[config.mk]
export PLATFORM = sky130hd
export DESIGN_NAME = spwm_top
export DESIGN_NICKNAME = d
export VERILOG_FILES = /design/src/pkg/spwm_pkg.sv /design/src/spwm_word_mem.sv /design/src/spwm_top.sv
export VERILOG_INCLUDE_DIRS = /design/src /design/src/pkg
export SDC_FILE = /design/constraint.sdc
export NUM_CORES = 1
export LEC_CHECK = 0
export BUFFER_PORTS_ARGS = -buffer_cell sky130_fd_sc_hd__buf_2
export CORE_MARGIN = 3
export CORE_UTILIZATION = 45
export CTS_CLUSTER_DIAMETER = 150
export DETAILED_ROUTE_END_ITERATION = 8
export PLACE_DENSITY_LB_ADDON = 0.1
export SYNTH_ARGS = -nofsm -noshare
export SYNTH_HDL_FRONTEND = slang
export SYNTH_SLANG_ARGS = --single-unit
[constraint.sdc]
create_clock -name clk_i -period 4.25 [get_ports clk_i]
set_input_delay 0.425 -clock clk_i [delete_from_list [all_inputs] [get_ports clk_i]]
set_output_delay 0.425 -clock clk_i [all_outputs]
set_load 0.005 [all_outputs]
[src/pkg/spwm_params.svh]
/*
 * constants of the six-output pulse modulator: offsets, fields, resets.
 * assumes byte addresses on a 32-bit wishbone with word-aligned registers.
 */
`ifndef SPWM_PARAMS_SVH
`define SPWM_PARAMS_SVH

`define SPWM_ADR_CONTROL     8'h00
`define SPWM_ADR_WORD_FIRST  8'h04
`define SPWM_ADR_WORD_LAST   8'h30
`define SPWM_ADR_IRQ_CLEAR   8'h34
`define SPWM_ADR_STATUS      8'h38
`define SPWM_ADR_COUNT0      8'h3c

`define SPWM_CTRL_RESET      16'h0012

`define SPWM_BIT_SYNC        14
`define SPWM_BIT_INV5        13
`define SPWM_BIT_INV3        12
`define SPWM_BIT_INV1        11
`define SPWM_BIT_TRIP        10
`define SPWM_BIT_DRIVE_ON    9
`define SPWM_BIT_DIV_HI      8
`define SPWM_BIT_DIV_LO      6
`define SPWM_BIT_ALL_FLIP    5
`define SPWM_BIT_HS_OFF      4
`define SPWM_BIT_LCOMP       3
`define SPWM_BIT_DIR         2
`define SPWM_BIT_BRIDGE      1
`define SPWM_BIT_GLOBAL_ON   0

`define SPWM_WORDS           12
`define SPWM_WORD_RESET      16'h0000
`define SPWM_SEL_LEN         2'h3

`endif

[src/pkg/spwm_pkg.sv]
/*
 * types of the six-output pulse modulator.
 * assumes the constants header is included where numbers are needed.
 */
package spwm_pkg;

  typedef enum logic [1:0] {
    BUS_IDLE,
    BUS_LATCH,
    BUS_ACK
  } spwm_bus_t;

  typedef logic [15:0] spwm_word_t;
  typedef logic [3:0]  spwm_idx_t;

endpackage

[src/spwm_word_mem.sv]
/*
 * word store for the compare and period values, one write port,
 * two read ports, each read data registered.
 * assumes a single clock and synchronous active-high reset.
 */
`timescale 1ns/10ps
`include "spwm_params.svh"

module spwm_word_mem
  import spwm_pkg::*;
#(
  parameter int WORDS = `SPWM_WORDS
) (
  input  wire logic       clk_i,
  input  wire logic       rst_i,
  input  wire logic       we_i,
  input  wire spwm_idx_t  wadr_i,
  input  wire spwm_word_t wdat_i,
  input  wire spwm_idx_t  radr_a_i,
  output spwm_word_t      rdat_a_o,
  input  wire spwm_idx_t  radr_b_i,
  output spwm_word_t      rdat_b_o
);

  spwm_word_t mem_reg [WORDS];
  spwm_word_t rdat_a_reg;
  spwm_word_t rdat_b_reg;

  always_ff @(posedge clk_i) begin
    if (rst_i) begin
      for (int i = 0; i < WORDS; i++) begin
        mem_reg[i] <= `SPWM_WORD_RESET;
      end
    end else if (we_i) begin
      mem_reg[wadr_i] <= wdat_i;
    end
  end

  always_ff @(posedge clk_i) begin
    if (rst_i) begin
      rdat_a_reg <= `SPWM_WORD_RESET;
      rdat_b_reg <= `SPWM_WORD_RESET;
    end else begin
      rdat_a_reg <= mem_reg[radr_a_i];
      rdat_b_reg <= mem_reg[radr_b_i];
    end
  end

  assign rdat_a_o = rdat_a_reg;
  assign rdat_b_o = rdat_b_reg;

endmodule

[src/spwm_top.sv]
/*
 * six-output pulse modulator with h-bridge mode, wishbone slave.
 * assumes clk_i is the undivided core clock; align and trip pins are async.
 */
`timescale 1ns/10ps
`include "spwm_params.svh"

module spwm_top
  import spwm_pkg::*;
#(
  parameter int PAIRS = 3,
  parameter int WORDS = `SPWM_WORDS
) (
  input  wire logic        clk_i,
  input  wire logic        rst_i,
  input  wire logic        wb_cyc_i,
  input  wire logic        wb_stb_i,
  input  wire logic        wb_we_i,
  input  wire logic [7:0]  wb_adr_i,
  input  wire logic [3:0]  wb_sel_i,
  input  wire logic [31:0] wb_dat_i,
  output logic [31:0]      wb_dat_o,
  output logic             wb_ack_o,
  input  wire logic        external_align_input_i,
  input  wire logic [1:0]  fault_trip_n_i,
  output logic [5:0]       pwm_o,
  output logic             trip_irq_o
);

  ////////////////////////////////////////////////////////////////////////////
  // helpers

  function automatic logic [7:0] div_mask(input logic [2:0] sel);
    div_mask = 8'((9'h002 << sel) - 9'h001);
  endfunction

  function automatic spwm_idx_t word_index(input logic [7:0] adr);
    logic [7:0] off;
    off = adr - `SPWM_ADR_WORD_FIRST;
    word_index = off[5:2];
  endfunction

  ////////////////////////////////////////////////////////////////////////////
  // pin synchronisers

  logic       align_s1_reg;
  logic       align_s2_reg;
  logic       align_prev_reg;
  logic [1:0] trip_s1_reg;
  logic [1:0] trip_s2_reg;

  always_ff @(posedge clk_i) begin
    if (rst_i) begin
      align_s1_reg   <= 1'b1;
      align_s2_reg   <= 1'b1;
      align_prev_reg <= 1'b1;
      trip_s1_reg    <= 2'h3;
      trip_s2_reg    <= 2'h3;
    end else begin
      align_s1_reg   <= external_align_input_i;
      align_s2_reg   <= align_s1_reg;
      align_prev_reg <= align_s2_reg;
      trip_s1_reg    <= fault_trip_n_i;
      trip_s2_reg    <= trip_s1_reg;
    end
  end

  ////////////////////////////////////////////////////////////////////////////
  // bus decode

  spwm_bus_t   bus_state_reg;
  spwm_bus_t   bus_state_next;
  logic [15:0] ctrl_reg;
  logic [15:0] ctrl_next;
  logic [31:0] dat_reg;
  logic [31:0] dat_next;
  logic        pend_reg;
  logic [15:0] cnt_reg [PAIRS];
  spwm_word_t  mem_rdat_a;

  wire logic req      = wb_cyc_i && wb_stb_i;
  wire logic hit_ctrl = wb_adr_i == `SPWM_ADR_CONTROL;
  wire logic hit_word = wb_adr_i >= `SPWM_ADR_WORD_FIRST &&
                        wb_adr_i <= `SPWM_ADR_WORD_LAST &&
                        wb_adr_i[1:0] == 2'h0;
  wire logic hit_clr  = wb_adr_i == `SPWM_ADR_IRQ_CLEAR;
  wire logic hit_stat = wb_adr_i == `SPWM_ADR_STATUS;
  wire logic hit_cnt  = wb_adr_i == `SPWM_ADR_COUNT0;
  wire logic wr_fire  = bus_state_reg == BUS_ACK && req && wb_we_i;
  wire logic wr_ctrl  = wr_fire && hit_ctrl;
  wire logic wr_word  = wr_fire && hit_word && wb_sel_i[1:0] == 2'h3;
  wire logic wr_clr   = wr_fire && hit_clr;
  wire spwm_idx_t bus_idx = word_index(wb_adr_i);

  // byte lanes merged into the control word
  wire logic [15:0] ctrl_wmask = {{8{wb_sel_i[1]}}, {8{wb_sel_i[0]}}};
  wire logic [15:0] ctrl_wdat  = (ctrl_reg & ~ctrl_wmask) |
                                 (wb_dat_i[15:0] & ctrl_wmask);

  always_comb begin
    bus_state_next = bus_state_reg;
    case (bus_state_reg)
      BUS_IDLE: begin
        if (req) begin
          bus_state_next = BUS_LATCH;
        end
      end
      BUS_LATCH: begin
        bus_state_next = BUS_ACK;
      end
      BUS_ACK: begin
        bus_state_next = BUS_IDLE;
      end
      default: begin
        bus_state_next = BUS_IDLE;
      end
    endcase
  end

  always_comb begin
    dat_next = 32'h0000_0000;
    if (hit_ctrl) begin
      dat_next = {16'h0000, ctrl_reg};
    end else if (hit_word) begin
      dat_next = {16'h0000, mem_rdat_a};
    end else if (hit_stat) begin
      dat_next = {31'h0000_0000, pend_reg};
    end else if (hit_cnt) begin
      dat_next = {16'h0000, cnt_reg[0]};
    end
  end

  always_ff @(posedge clk_i) begin
    if (rst_i) begin
      bus_state_reg <= BUS_IDLE;
      dat_reg       <= 32'h0000_0000;
    end else begin
      bus_state_reg <= bus_state_next;
      if (bus_state_reg == BUS_LATCH) begin
        dat_reg <= dat_next;
      end
    end
  end

  assign wb_ack_o = bus_state_reg == BUS_ACK && req;
  assign wb_dat_o = dat_reg;

  ////////////////////////////////////////////////////////////////////////////
  // control register and trip

  wire logic trip_low  = trip_s2_reg != 2'h3;
  wire logic trip_fire = ctrl_reg[`SPWM_BIT_TRIP] && trip_low;

  always_comb begin
    ctrl_next = ctrl_reg;
    if (wr_ctrl) begin
      ctrl_next = ctrl_wdat;
    end
    if (trip_fire) begin
      ctrl_next[`SPWM_BIT_GLOBAL_ON] = 1'b0;
    end
  end

  always_ff @(posedge clk_i) begin
    if (rst_i) begin
      ctrl_reg <= `SPWM_CTRL_RESET;
      pend_reg <= 1'b0;
    end else begin
      ctrl_reg <= ctrl_next;
      if (trip_fire) begin
        pend_reg <= 1'b1;
      end else if (wr_clr) begin
        pend_reg <= 1'b0;
      end
    end
  end

  assign trip_irq_o = pend_reg;

  ////////////////////////////////////////////////////////////////////////////
  // word store and sweep into active registers

  spwm_idx_t   seq_idx_reg;
  spwm_idx_t   seq_got_reg;
  logic        armed_reg;
  logic        loading_reg;
  spwm_word_t  mem_rdat_b;
  logic [15:0] act_reg [PAIRS][4];

  spwm_word_mem #(
    .WORDS(WORDS)
  ) u_mem (
    .clk_i    (clk_i),
    .rst_i    (rst_i),
    .we_i     (wr_word),
    .wadr_i   (bus_idx),
    .wdat_i   (wb_dat_i[15:0]),
    .radr_a_i (bus_idx),
    .rdat_a_o (mem_rdat_a),
    .radr_b_i (seq_idx_reg),
    .rdat_b_o (mem_rdat_b)
  );

  wire logic [1:0] got_sel  = seq_got_reg[1:0];
  wire logic [1:0] got_pair = seq_got_reg[3:2];
  wire logic       seq_wrap = seq_got_reg == 4'(WORDS - 1);
  wire logic       tick;
  wire logic       sync_fire;
  wire logic       first_step = tick && !sync_fire &&
                                cnt_reg[0] == 16'h0000 && act_reg[0][3] != 16'h0000;

  always_ff @(posedge clk_i) begin
    if (rst_i) begin
      seq_idx_reg <= 4'h0;
      seq_got_reg <= 4'h0;
      armed_reg   <= 1'b0;
      loading_reg <= 1'b0;
      for (int p = 0; p < PAIRS; p++) begin
        for (int s = 0; s < 4; s++) begin
          act_reg[p][s] <= `SPWM_WORD_RESET;
        end
      end
    end else begin
      seq_idx_reg <= (seq_idx_reg == 4'(WORDS - 1)) ? 4'h0 : seq_idx_reg + 4'h1;
      seq_got_reg <= seq_idx_reg;
      if (first_step && ctrl_reg[`SPWM_BIT_LCOMP]) begin
        armed_reg <= 1'b1;
      end else if (seq_wrap) begin
        armed_reg <= 1'b0;
      end
      if (seq_wrap) begin
        loading_reg <= armed_reg;
      end
      if (got_sel == `SPWM_SEL_LEN || loading_reg) begin
        act_reg[got_pair][got_sel] <= mem_rdat_b;
      end
    end
  end

  ////////////////////////////////////////////////////////////////////////////
  // prescaler and timers

  logic [7:0] pre_reg;
  wire  [2:0] div_sel = ctrl_reg[`SPWM_BIT_DIV_HI:`SPWM_BIT_DIV_LO];

  assign sync_fire = ctrl_reg[`SPWM_BIT_SYNC] &&
                     align_prev_reg && !align_s2_reg;
  assign tick      = (pre_reg & div_mask(div_sel)) == div_mask(div_sel);

  always_ff @(posedge clk_i) begin
    if (rst_i || sync_fire) begin
      pre_reg <= 8'h00;
    end else begin
      pre_reg <= pre_reg + 8'h01;
    end
  end

  logic [PAIRS-1:0] hi_reg;
  logic [PAIRS-1:0] lo_reg;
  logic [PAIRS-1:0] hi_next;
  logic [PAIRS-1:0] lo_next;

  always_comb begin
    for (int p = 0; p < PAIRS; p++) begin
      hi_next[p] = hi_reg[p];
      if (cnt_reg[p] == act_reg[p][1]) begin
        hi_next[p] = 1'b0;
      end else if (cnt_reg[p] == act_reg[p][0]) begin
        hi_next[p] = 1'b1;
      end
      lo_next[p] = lo_reg[p];
      if (cnt_reg[p] == act_reg[p][2] || (hi_reg[p] && !hi_next[p])) begin
        lo_next[p] = 1'b0;
      end else if (cnt_reg[p] == act_reg[p][3]) begin
        lo_next[p] = 1'b1;
      end
    end
  end

  always_ff @(posedge clk_i) begin
    if (rst_i) begin
      hi_reg <= '0;
      lo_reg <= '0;
      for (int p = 0; p < PAIRS; p++) begin
        cnt_reg[p] <= 16'h0000;
      end
    end else begin
      hi_reg <= hi_next;
      lo_reg <= lo_next;
      for (int p = 0; p < PAIRS; p++) begin
        if (sync_fire) begin
          cnt_reg[p] <= 16'h0000;
        end else if (tick) begin
          cnt_reg[p] <= (cnt_reg[p] >= act_reg[p][3]) ? 16'h0000 :
                        cnt_reg[p] + 16'h0001;
        end
      end
    end
  end

  ////////////////////////////////////////////////////////////////////////////
  // output selection

  wire logic [5:0] raw  = {lo_reg[2], hi_reg[2], lo_reg[1], hi_reg[1], lo_reg[0], hi_reg[0]};
  wire logic [5:0] flip = {ctrl_reg[`SPWM_BIT_INV5], 1'b0, ctrl_reg[`SPWM_BIT_INV3],
                           1'b0, ctrl_reg[`SPWM_BIT_INV1], 1'b0};
  wire logic       en   = ctrl_reg[`SPWM_BIT_GLOBAL_ON];
  wire logic [5:0] std  = en ? (raw ^ flip) : 6'h00;
  wire logic       hs   = raw[0];
  wire logic       ls   = raw[1] ^ flip[1];
  wire logic       hs_off = ctrl_reg[`SPWM_BIT_HS_OFF];
  wire logic       drive_on = ctrl_reg[`SPWM_BIT_DRIVE_ON] && en;
  wire logic [1:0] pick = {ctrl_reg[`SPWM_BIT_ALL_FLIP], ctrl_reg[`SPWM_BIT_DIR]};
  logic [3:0]      hb;
  logic [5:0]      pwm_reg;

  always_comb begin
    hb = 4'hf;
    if (hs_off) begin
      hb = 4'h5;
    end else if (drive_on) begin
      case (pick)
        2'h0:    hb = {ls, hs, 2'h0};
        2'h1:    hb = {2'h0, ls, hs};
        2'h2:    hb = {2'h3, ls, hs};
        default: hb = {ls, hs, 2'h3};
      endcase
    end
  end

  always_ff @(posedge clk_i) begin
    if (rst_i) begin
      pwm_reg <= 6'h05;
    end else if (ctrl_reg[`SPWM_BIT_BRIDGE]) begin
      pwm_reg <= {std[5:4], hb};
    end else begin
      pwm_reg <= std;
    end
  end

  assign pwm_o = pwm_reg;

endmodule

==> results of run 1 <==
worst max-delay path, cell delays in order, from the launching register on:
cell and delay, ns:
dfxtp_1 0.49, a21oi_1 0.11, nor2_1 0.81, nand3_1 0.82, nand2b_1 0.88
final cells by class:
class | count | area (um^2) | area share
Inverter | 78 | 292.8 | 0.008993
Tap cell | 855 | 1070 | 0.03286
Clock buffer | 90 | 1868 | 0.05738
Sequential cell | 600 | 16980 | 0.5216
Timing Repair Buffer | 92 | 603.1 | 0.01852
Multi-Input combinational cell | 1389 | 11480 | 0.3527
Clock inverter | 32 | 257.7 | 0.007917
path summary, 6_finish.rpt:
kind	from	end	slack, ns
min reg2reg	trip_s1_reg[0]$_SDFF_PP1_	trip_s2_reg[0]$_SDFF_PP1_	0.41
max reg2reg	seq_got_reg[1]$_SDFF_PP0_	act_reg[2][61]$_SDFFCE_PN0P_	0.77
max	seq_got_reg[1]$_SDFF_PP0_	act_reg[2][61]$_SDFFCE_PN0P_	0.77
min	external_align_input_i	align_s1_reg$_SDFF_PP1_	0.03
power breakdown:
group	switching, mW	total [mW]	internal [mW]
logic	0.605	1.12	0.514
registers	0.297	6.86	6.57
clock network	2.34	5.68	3.33
what timing repair did:
| action | CTS | global route |
|---|---|---|
| endpoints found under the hold margin | 2 | 0 |
| resized for setup | 0 | 0 |
| hold buffers | 2 | 0 |
synthesized netlist by cell type (all sizes together), types with 3 or more instances:
| master | count | share of area |
|---|---|---|
| nor4 | 24 | 0.0051 |
| a21oi | 42 | 0.0071 |
| inv | 78 | 0.0099 |
| nand3 | 31 | 0.0053 |
| nand4 | 58 | 0.012 |
| and3 | 12 | 0.0025 |
| o22ai | 48 | 0.010 |
| or2 | 27 | 0.0057 |
| a221o | 3 | 0.0010 |
| nor2 | 130 | 0.017 |
| and4 | 9 | 0.0029 |
| mux2i | 80 | 0.027 |
| o211ai | 4 | 0.0010 |
| mux4 | 128 | 0.098 |
| o211a | 3 | 0.0010 |
| clkbuf | 107 | 0.014 |
| nor3b | 4 | 0.0012 |
| and4b | 8 | 0.0035 |
| a211o | 4 | 0.0012 |
| and2 | 277 | 0.059 |
| o21ai | 9 | 0.0015 |
| edfxtp | 496 | 0.50 |
| and3b | 3 | 0.00089 |
| nand2b | 14 | 0.0030 |
| buf | 70 | 0.015 |
| nor3 | 59 | 0.010 |
| xor2 | 27 | 0.0080 |
| xnor2 | 171 | 0.051 |
| ha | 59 | 0.025 |
| dfxtp | 104 | 0.071 |
| nor2b | 11 | 0.0023 |
| a2111oi | 4 | 0.0018 |
| a21o | 18 | 0.0046 |
| a211oi | 4 | 0.0010 |
| nand2 | 78 | 0.010 |
logic make-up (layout without fill, tap and decap cells):
logic type	count (synthesis)	count (layout)
other	1	16
flip-flops	600	600
adder cells (fa/ha/maj)	60	60
AO/OA/AOI/OAI	154	154
multiplexers	209	209
XOR/XNOR	198	198
AND/OR/NAND/NOR	752	752
buffers and inverters	255	292
cell usage in the layout (no fill, tap or decap), types with 9 or more instances in the layout:
master,n
and2_1,277
a21o_1,18
clkinv_1,14
clkbuf_16,71
nand3_1,31
nand4_1,58
dfxtp_1,101
nand2b_1,14
conb_1,16
nor3_1,59
buf_2,55
o21ai_0,9
nor2b_1,11
nand2_1,77
o22ai_1,48
xnor2_1,170
mux4_2,128
xor2_1,27
ha_1,58
mux2i_1,80
and3_1,12
clkbuf_1,17
nor2_1,129
inv_1,78
or2_2,27
a21oi_1,42
clkinv_2,9
buf_4,31
nor4_1,24
edfxtp_1,496
layer usage:
layer	track usage	vias up
met4	0.06983	2
met2	0.4000	455
met3	0.03662	134
li1	-	8123
met5	0	-
met1	0.2969	9026
==> run metrics, run 1 <==
post-CTS setup buffers=0; post-route insts no fill=about 3100; GRT Total Usage=0.2300; vias post-DR=17740; Max-Slew Margin vs Limit=0.2510; Worst Path Arrival=3.71 ns; # fillers=5653; Final ANT Viol Nets=0; CTS Sinks=600; adder-cell area share of the yosys netlist=0.02534; unrepaired setup endpoints after global routing=false; Crit Path Max Fanout=17; Compound-Gate Fraction of Synth Area=0.03496; dominant synthesized flop cell=edfxtp_1; nets=2340; number of library cell types mapped by synthesis=63; die width=between 200 and 300 um; met1 WL=32710 um; DRT iter0 DRCs=1453; Cell Area, Synth=29520 um^2; Seq cells post-synth=600; initial antenna violation count=2; dpl ws=between 0.5 and 0.6 ns; Root Driver=clkbuf_16; crit path time final=between 3 and 4 ns; max-cap viol count=0; die area=68720 um^2; Critical Path Start Type=register; first-pass GRT wire length=115700 um; DP Area=30400 um^2; Starting Density=0.4564; Async S/R FF share, synth=0; setup ws final=approximately 0.77 ns; DRC viols=0; HPWL Detailed=approximately 53000 um; Die Height=approximately 260 um; syn avg cell area=13.25 um^2; met3 wire len=3470 um; Hold Vio Cnt, Final=0; vias in the first global route=roughly 18000; Design Area, Final=32560 um^2; sequential-to-total area share from yosys stat=0.5750; placed insts=3011; Synth Instances=2229; Layout area overhead=10.27%; post-synthesis simple-gate area fraction=0.1421; Register-to-Register Path Depth=4; diode count=0; worst setup path class=reg2reg; synth warn=0; core area=between 60000 and 70000 um^2; mux cell area share after synthesis=0.1251; final setup fails=0; drt total wl=77850 um; wire per inst=24.82 um; Largest register FFs=about 260; total power=13.66 mW; Clock Skew=0.01986 ns; fin. max-slew vios=0; hold crit path type=in2reg; Row Count=93; final hold slack=0.03163 ns; outcome=finished, final reports clean; WP data required=4.48 ns; CTS tree=done; total gr overflow=0; Worst Tran Pin Value=1.124 ns; Worst VDD drop=322.4 uV; Top Metal Used=met5; xor and xnor fraction of the mapped netlist area=0.05874; hold path depth=2; gpl congestion=0.8451; Clock Latency Late Sink=roughly 0.6 ns; Fin Setup TNS=0 ns; pwr/cell area=between 400 and 500 nW/um^2; Port Buffer Count=57; First-pass DRT Iterations=7; Fmax achieved=0.2871 GHz; CTS Buf Count=68; Leak Pwr=11.46 nW; crit share post-route=0.8196; Post-synth EDFFs=496; largest net degree at the start of global routing=65; io pins=92; vias per inst=5.657; # H-tree levels=3; Clock transition at path regs=0.06 ns; Crit. End Element=register; Post-Route Utilization=0.5032; routed wl met2=39260 um; largest family of logic cells by synthesized area=simple AND/OR/NAND/NOR gates; layout cells sized above 1=0.1578; Clock Path Buffers=3
Power figures use the tool's default switching activity.
==> run 2, diff against run 1 <==
==> constraint.sdc (replaced) <==
create_clock -name clk_i -period 3.2 [get_ports clk_i]
set_input_delay 0.32 -clock clk_i [delete_from_list [all_inputs] [get_ports clk_i]]
set_output_delay 0.32 -clock clk_i [all_outputs]
set_load 0.005 [all_outputs]
==> run metrics, run 2 (synthesis results as in run 1) <==
outcome=finished, final reports clean; Fin Setup TNS=0 ns (unchanged); reg2reg setup slack=0.58 ns (-0.18 ns); CP max-delay cell=and3b_1; io pins=92 (unchanged); Critical R2R Capture=u_mem.mem_reg[13][7]$_DFFE_PP_; WP data required=3.50 ns (-0.98 ns); core area=64700 um^2 (unchanged); reg2reg start=bus_state_reg[0]$_SDFFE_PP0P_; Post-Route Utilization=0.5109 (+0.007659); GRT Total Usage=0.2319 (+0.001874); CP peak stage delay=0.53 ns (-0.35 ns); Register-to-Register Path Depth=6 (+2); DP Area=30890 um^2 (+1.6%); vias in the first global route=18243 (+1.0%); HPWL Detailed=52620 um (-0.74%); total gr overflow=0 (unchanged); # H-tree levels=3 (unchanged); Starting Density=0.4564 (unchanged); met1 WL=33510 um (+2.5%); Crit. End Element=register; commonest non-fill, non-tap cells in the layout=496 x edfxtp_1, 274 x and2_1, 170 x xnor2_1; Largest register FFs=256 (unchanged); critical path's top delay family=simple AND/OR/NAND/NOR gates; # fillers=5561 (-1.6%); Hold Vio Cnt, Final=0 (unchanged); First-pass DRT Iterations=5 (-2); die area=68720 um^2 (unchanged); total power=18.14 mW (+33%); crit-path cells=and4b_1 > and4_1 > and3b_1 > nor3b_4 > and2_2 > buf_12; gpl congestion=0.8212 (-2.8%); hold endpoint=u_mem.mem_reg[13][9]$_DFFE_PP_; commonest non-fill, non-tap cell in the layout=edfxtp_1; Fmax achieved=0.3823 GHz (+33%); vias per inst=5.624 (-0.57%); drt total wl=78390 um (+0.69%); Design Area, Final=33050 um^2 (+1.5%); Worst VDD drop=383.8 uV (+19%); hold path depth=1 (-1); Final ANT Viol Nets=0 (unchanged); Hold Path Origin=wb_dat_i[9]; DRC viols=0 (unchanged); initial antenna violation count=1 (-1); pwr/cell area=548.9 nW/um^2 (+31%); diode count=0 (unchanged); Worst Path Arrival=2.92 ns (-0.79 ns); Clock Latency Late Sink=0.61 ns (about the same); final setup fails=0 (unchanged); fin. max-slew vios=0 (unchanged); die width=262.1 um (unchanged); Critical Path Start Type=register; CTS tree=done; Die Height=262.1 um (unchanged); WP buf/inv=1 (+1); CTS Buf Count=69 (+1.5%); Root Driver=clkbuf_16; crit share post-route=0.8175 (-0.002108); CTS Sinks=600 (unchanged); crit path time final=2.616 ns (-0.8673 ns); vias post-DR=17942 (+1.1%); Leak Pwr=11.76 nW (+2.6%); Clock transition at path regs=0.06 ns (about the same); Max-Slew Margin vs Limit=0.1650 (-0.08596); wire per inst=24.57 um (-1.0%); Top Metal Used=met4; nets=2393 (+2.3%); Clock Skew=0.02457 ns (+0.004714 ns); routed wl met2=39230 um (about the same); unrepaired setup endpoints after global routing=false; worst setup path class=reg2reg; post-CTS setup buffers=0 (unchanged); Crit Path Max Fanout=11 (-6); Worst Tran Pin Value=1.248 ns (+0.1243 ns); first-pass GRT wire length=117200 um (+1.3%); Clock Path Buffers=3 (unchanged); Port Buffer Count=57 (unchanged); final hold slack=0.1247 ns (+0.09304 ns); max-cap viol count=0 (unchanged); Layout area overhead=11.95%; hold crit path type=in2reg; largest net degree at the start of global routing=96 (+48%); layout cells sized above 1=0.1769 (+0.01905); met3 wire len=3570 um (+2.9%); DRT iter0 DRCs=1541 (+6.1%); Row Count=93 (unchanged)
==> run 2: worst reg2reg max path: stages (launching register included) <==
cell,delay (ns)
dfxtp_1,0.33
and4b_1,0.29
and4_1,0.26
and3b_1,0.53
nor3b_4,0.35
and2_2,0.36
buf_12,0.20
==> run 2: through the flow <==
stage	std cells	setup WS, ns
final	3190	0.5841
after global routing	3190	0.3971
after CTS	3190	0.5576
after detailed placement	3061	0.3357
after global placement	3061	0.3850
after floorplan	2244	0.06829
==> run 2: power by group <==
part	internal [mW]	total, mW	leakage (nW)	switching [mW]
clock network	4.35	7.47	1.04	3.12
logic	0.738	1.66	4.81	0.922
registers	8.72	9.01	5.91	0.289
==> run 2: how the worst max path moves through the flow <==
stage | start | endpoint | slack, ns | cells past startpoint
after floorplan | wb_adr_i[2] | u_mem.mem_reg[12][0]$_DFFE_PP_ | 0.07 | 10
after global placement | wb_adr_i[7] | u_mem.mem_reg[13][11]$_DFFE_PP_ | 0.39 | 7
after detailed placement | wb_adr_i[7] | u_mem.mem_reg[13][11]$_DFFE_PP_ | 0.34 | 7
after CTS | bus_state_reg[0]$_SDFFE_PP0P_ | u_mem.mem_reg[13][14]$_DFFE_PP_ | 0.56 | 6
after global routing | bus_state_reg[1]$_SDFFE_PP0P_ | u_mem.mem_reg[13][14]$_DFFE_PP_ | 0.40 | 6
final | bus_state_reg[0]$_SDFFE_PP0P_ | u_mem.mem_reg[13][7]$_DFFE_PP_ | 0.58 | 6
==> run 2: layout make-up <==
class / count / area [um^2] / area share
flip-flops and latches: 600 / 16980 / 0.5138
clock buffers: 107 / 1983 / 0.06000
multi-input cells: 1389 / 11490 / 0.3475
well taps: 855 / 1070 / 0.03237
inverters: 78 / 292.8 / 0.008858
repair buffers: 144 / 1106 / 0.03346
clock inverters: 17 / 131.4 / 0.003975
==> run 2: metal layers <==
| metal | up-vias | global-route usage |
|---|---|---|
| met5 | - | 0 |
| met4 | 0 | 0.06692 |
| met3 | 110 | 0.03344 |
| met2 | 483 | 0.3965 |
| met1 | 9120 | 0.3089 |
| li1 | 8229 | - |
==> run 2: what timing repair did <==
action                                  in CTS  in global routing
hold endpoints to repair                     4                  0
hold buffers                                 5                  0
gates resized for setup                      0                  0
endpoints found under the setup margin       0                  0
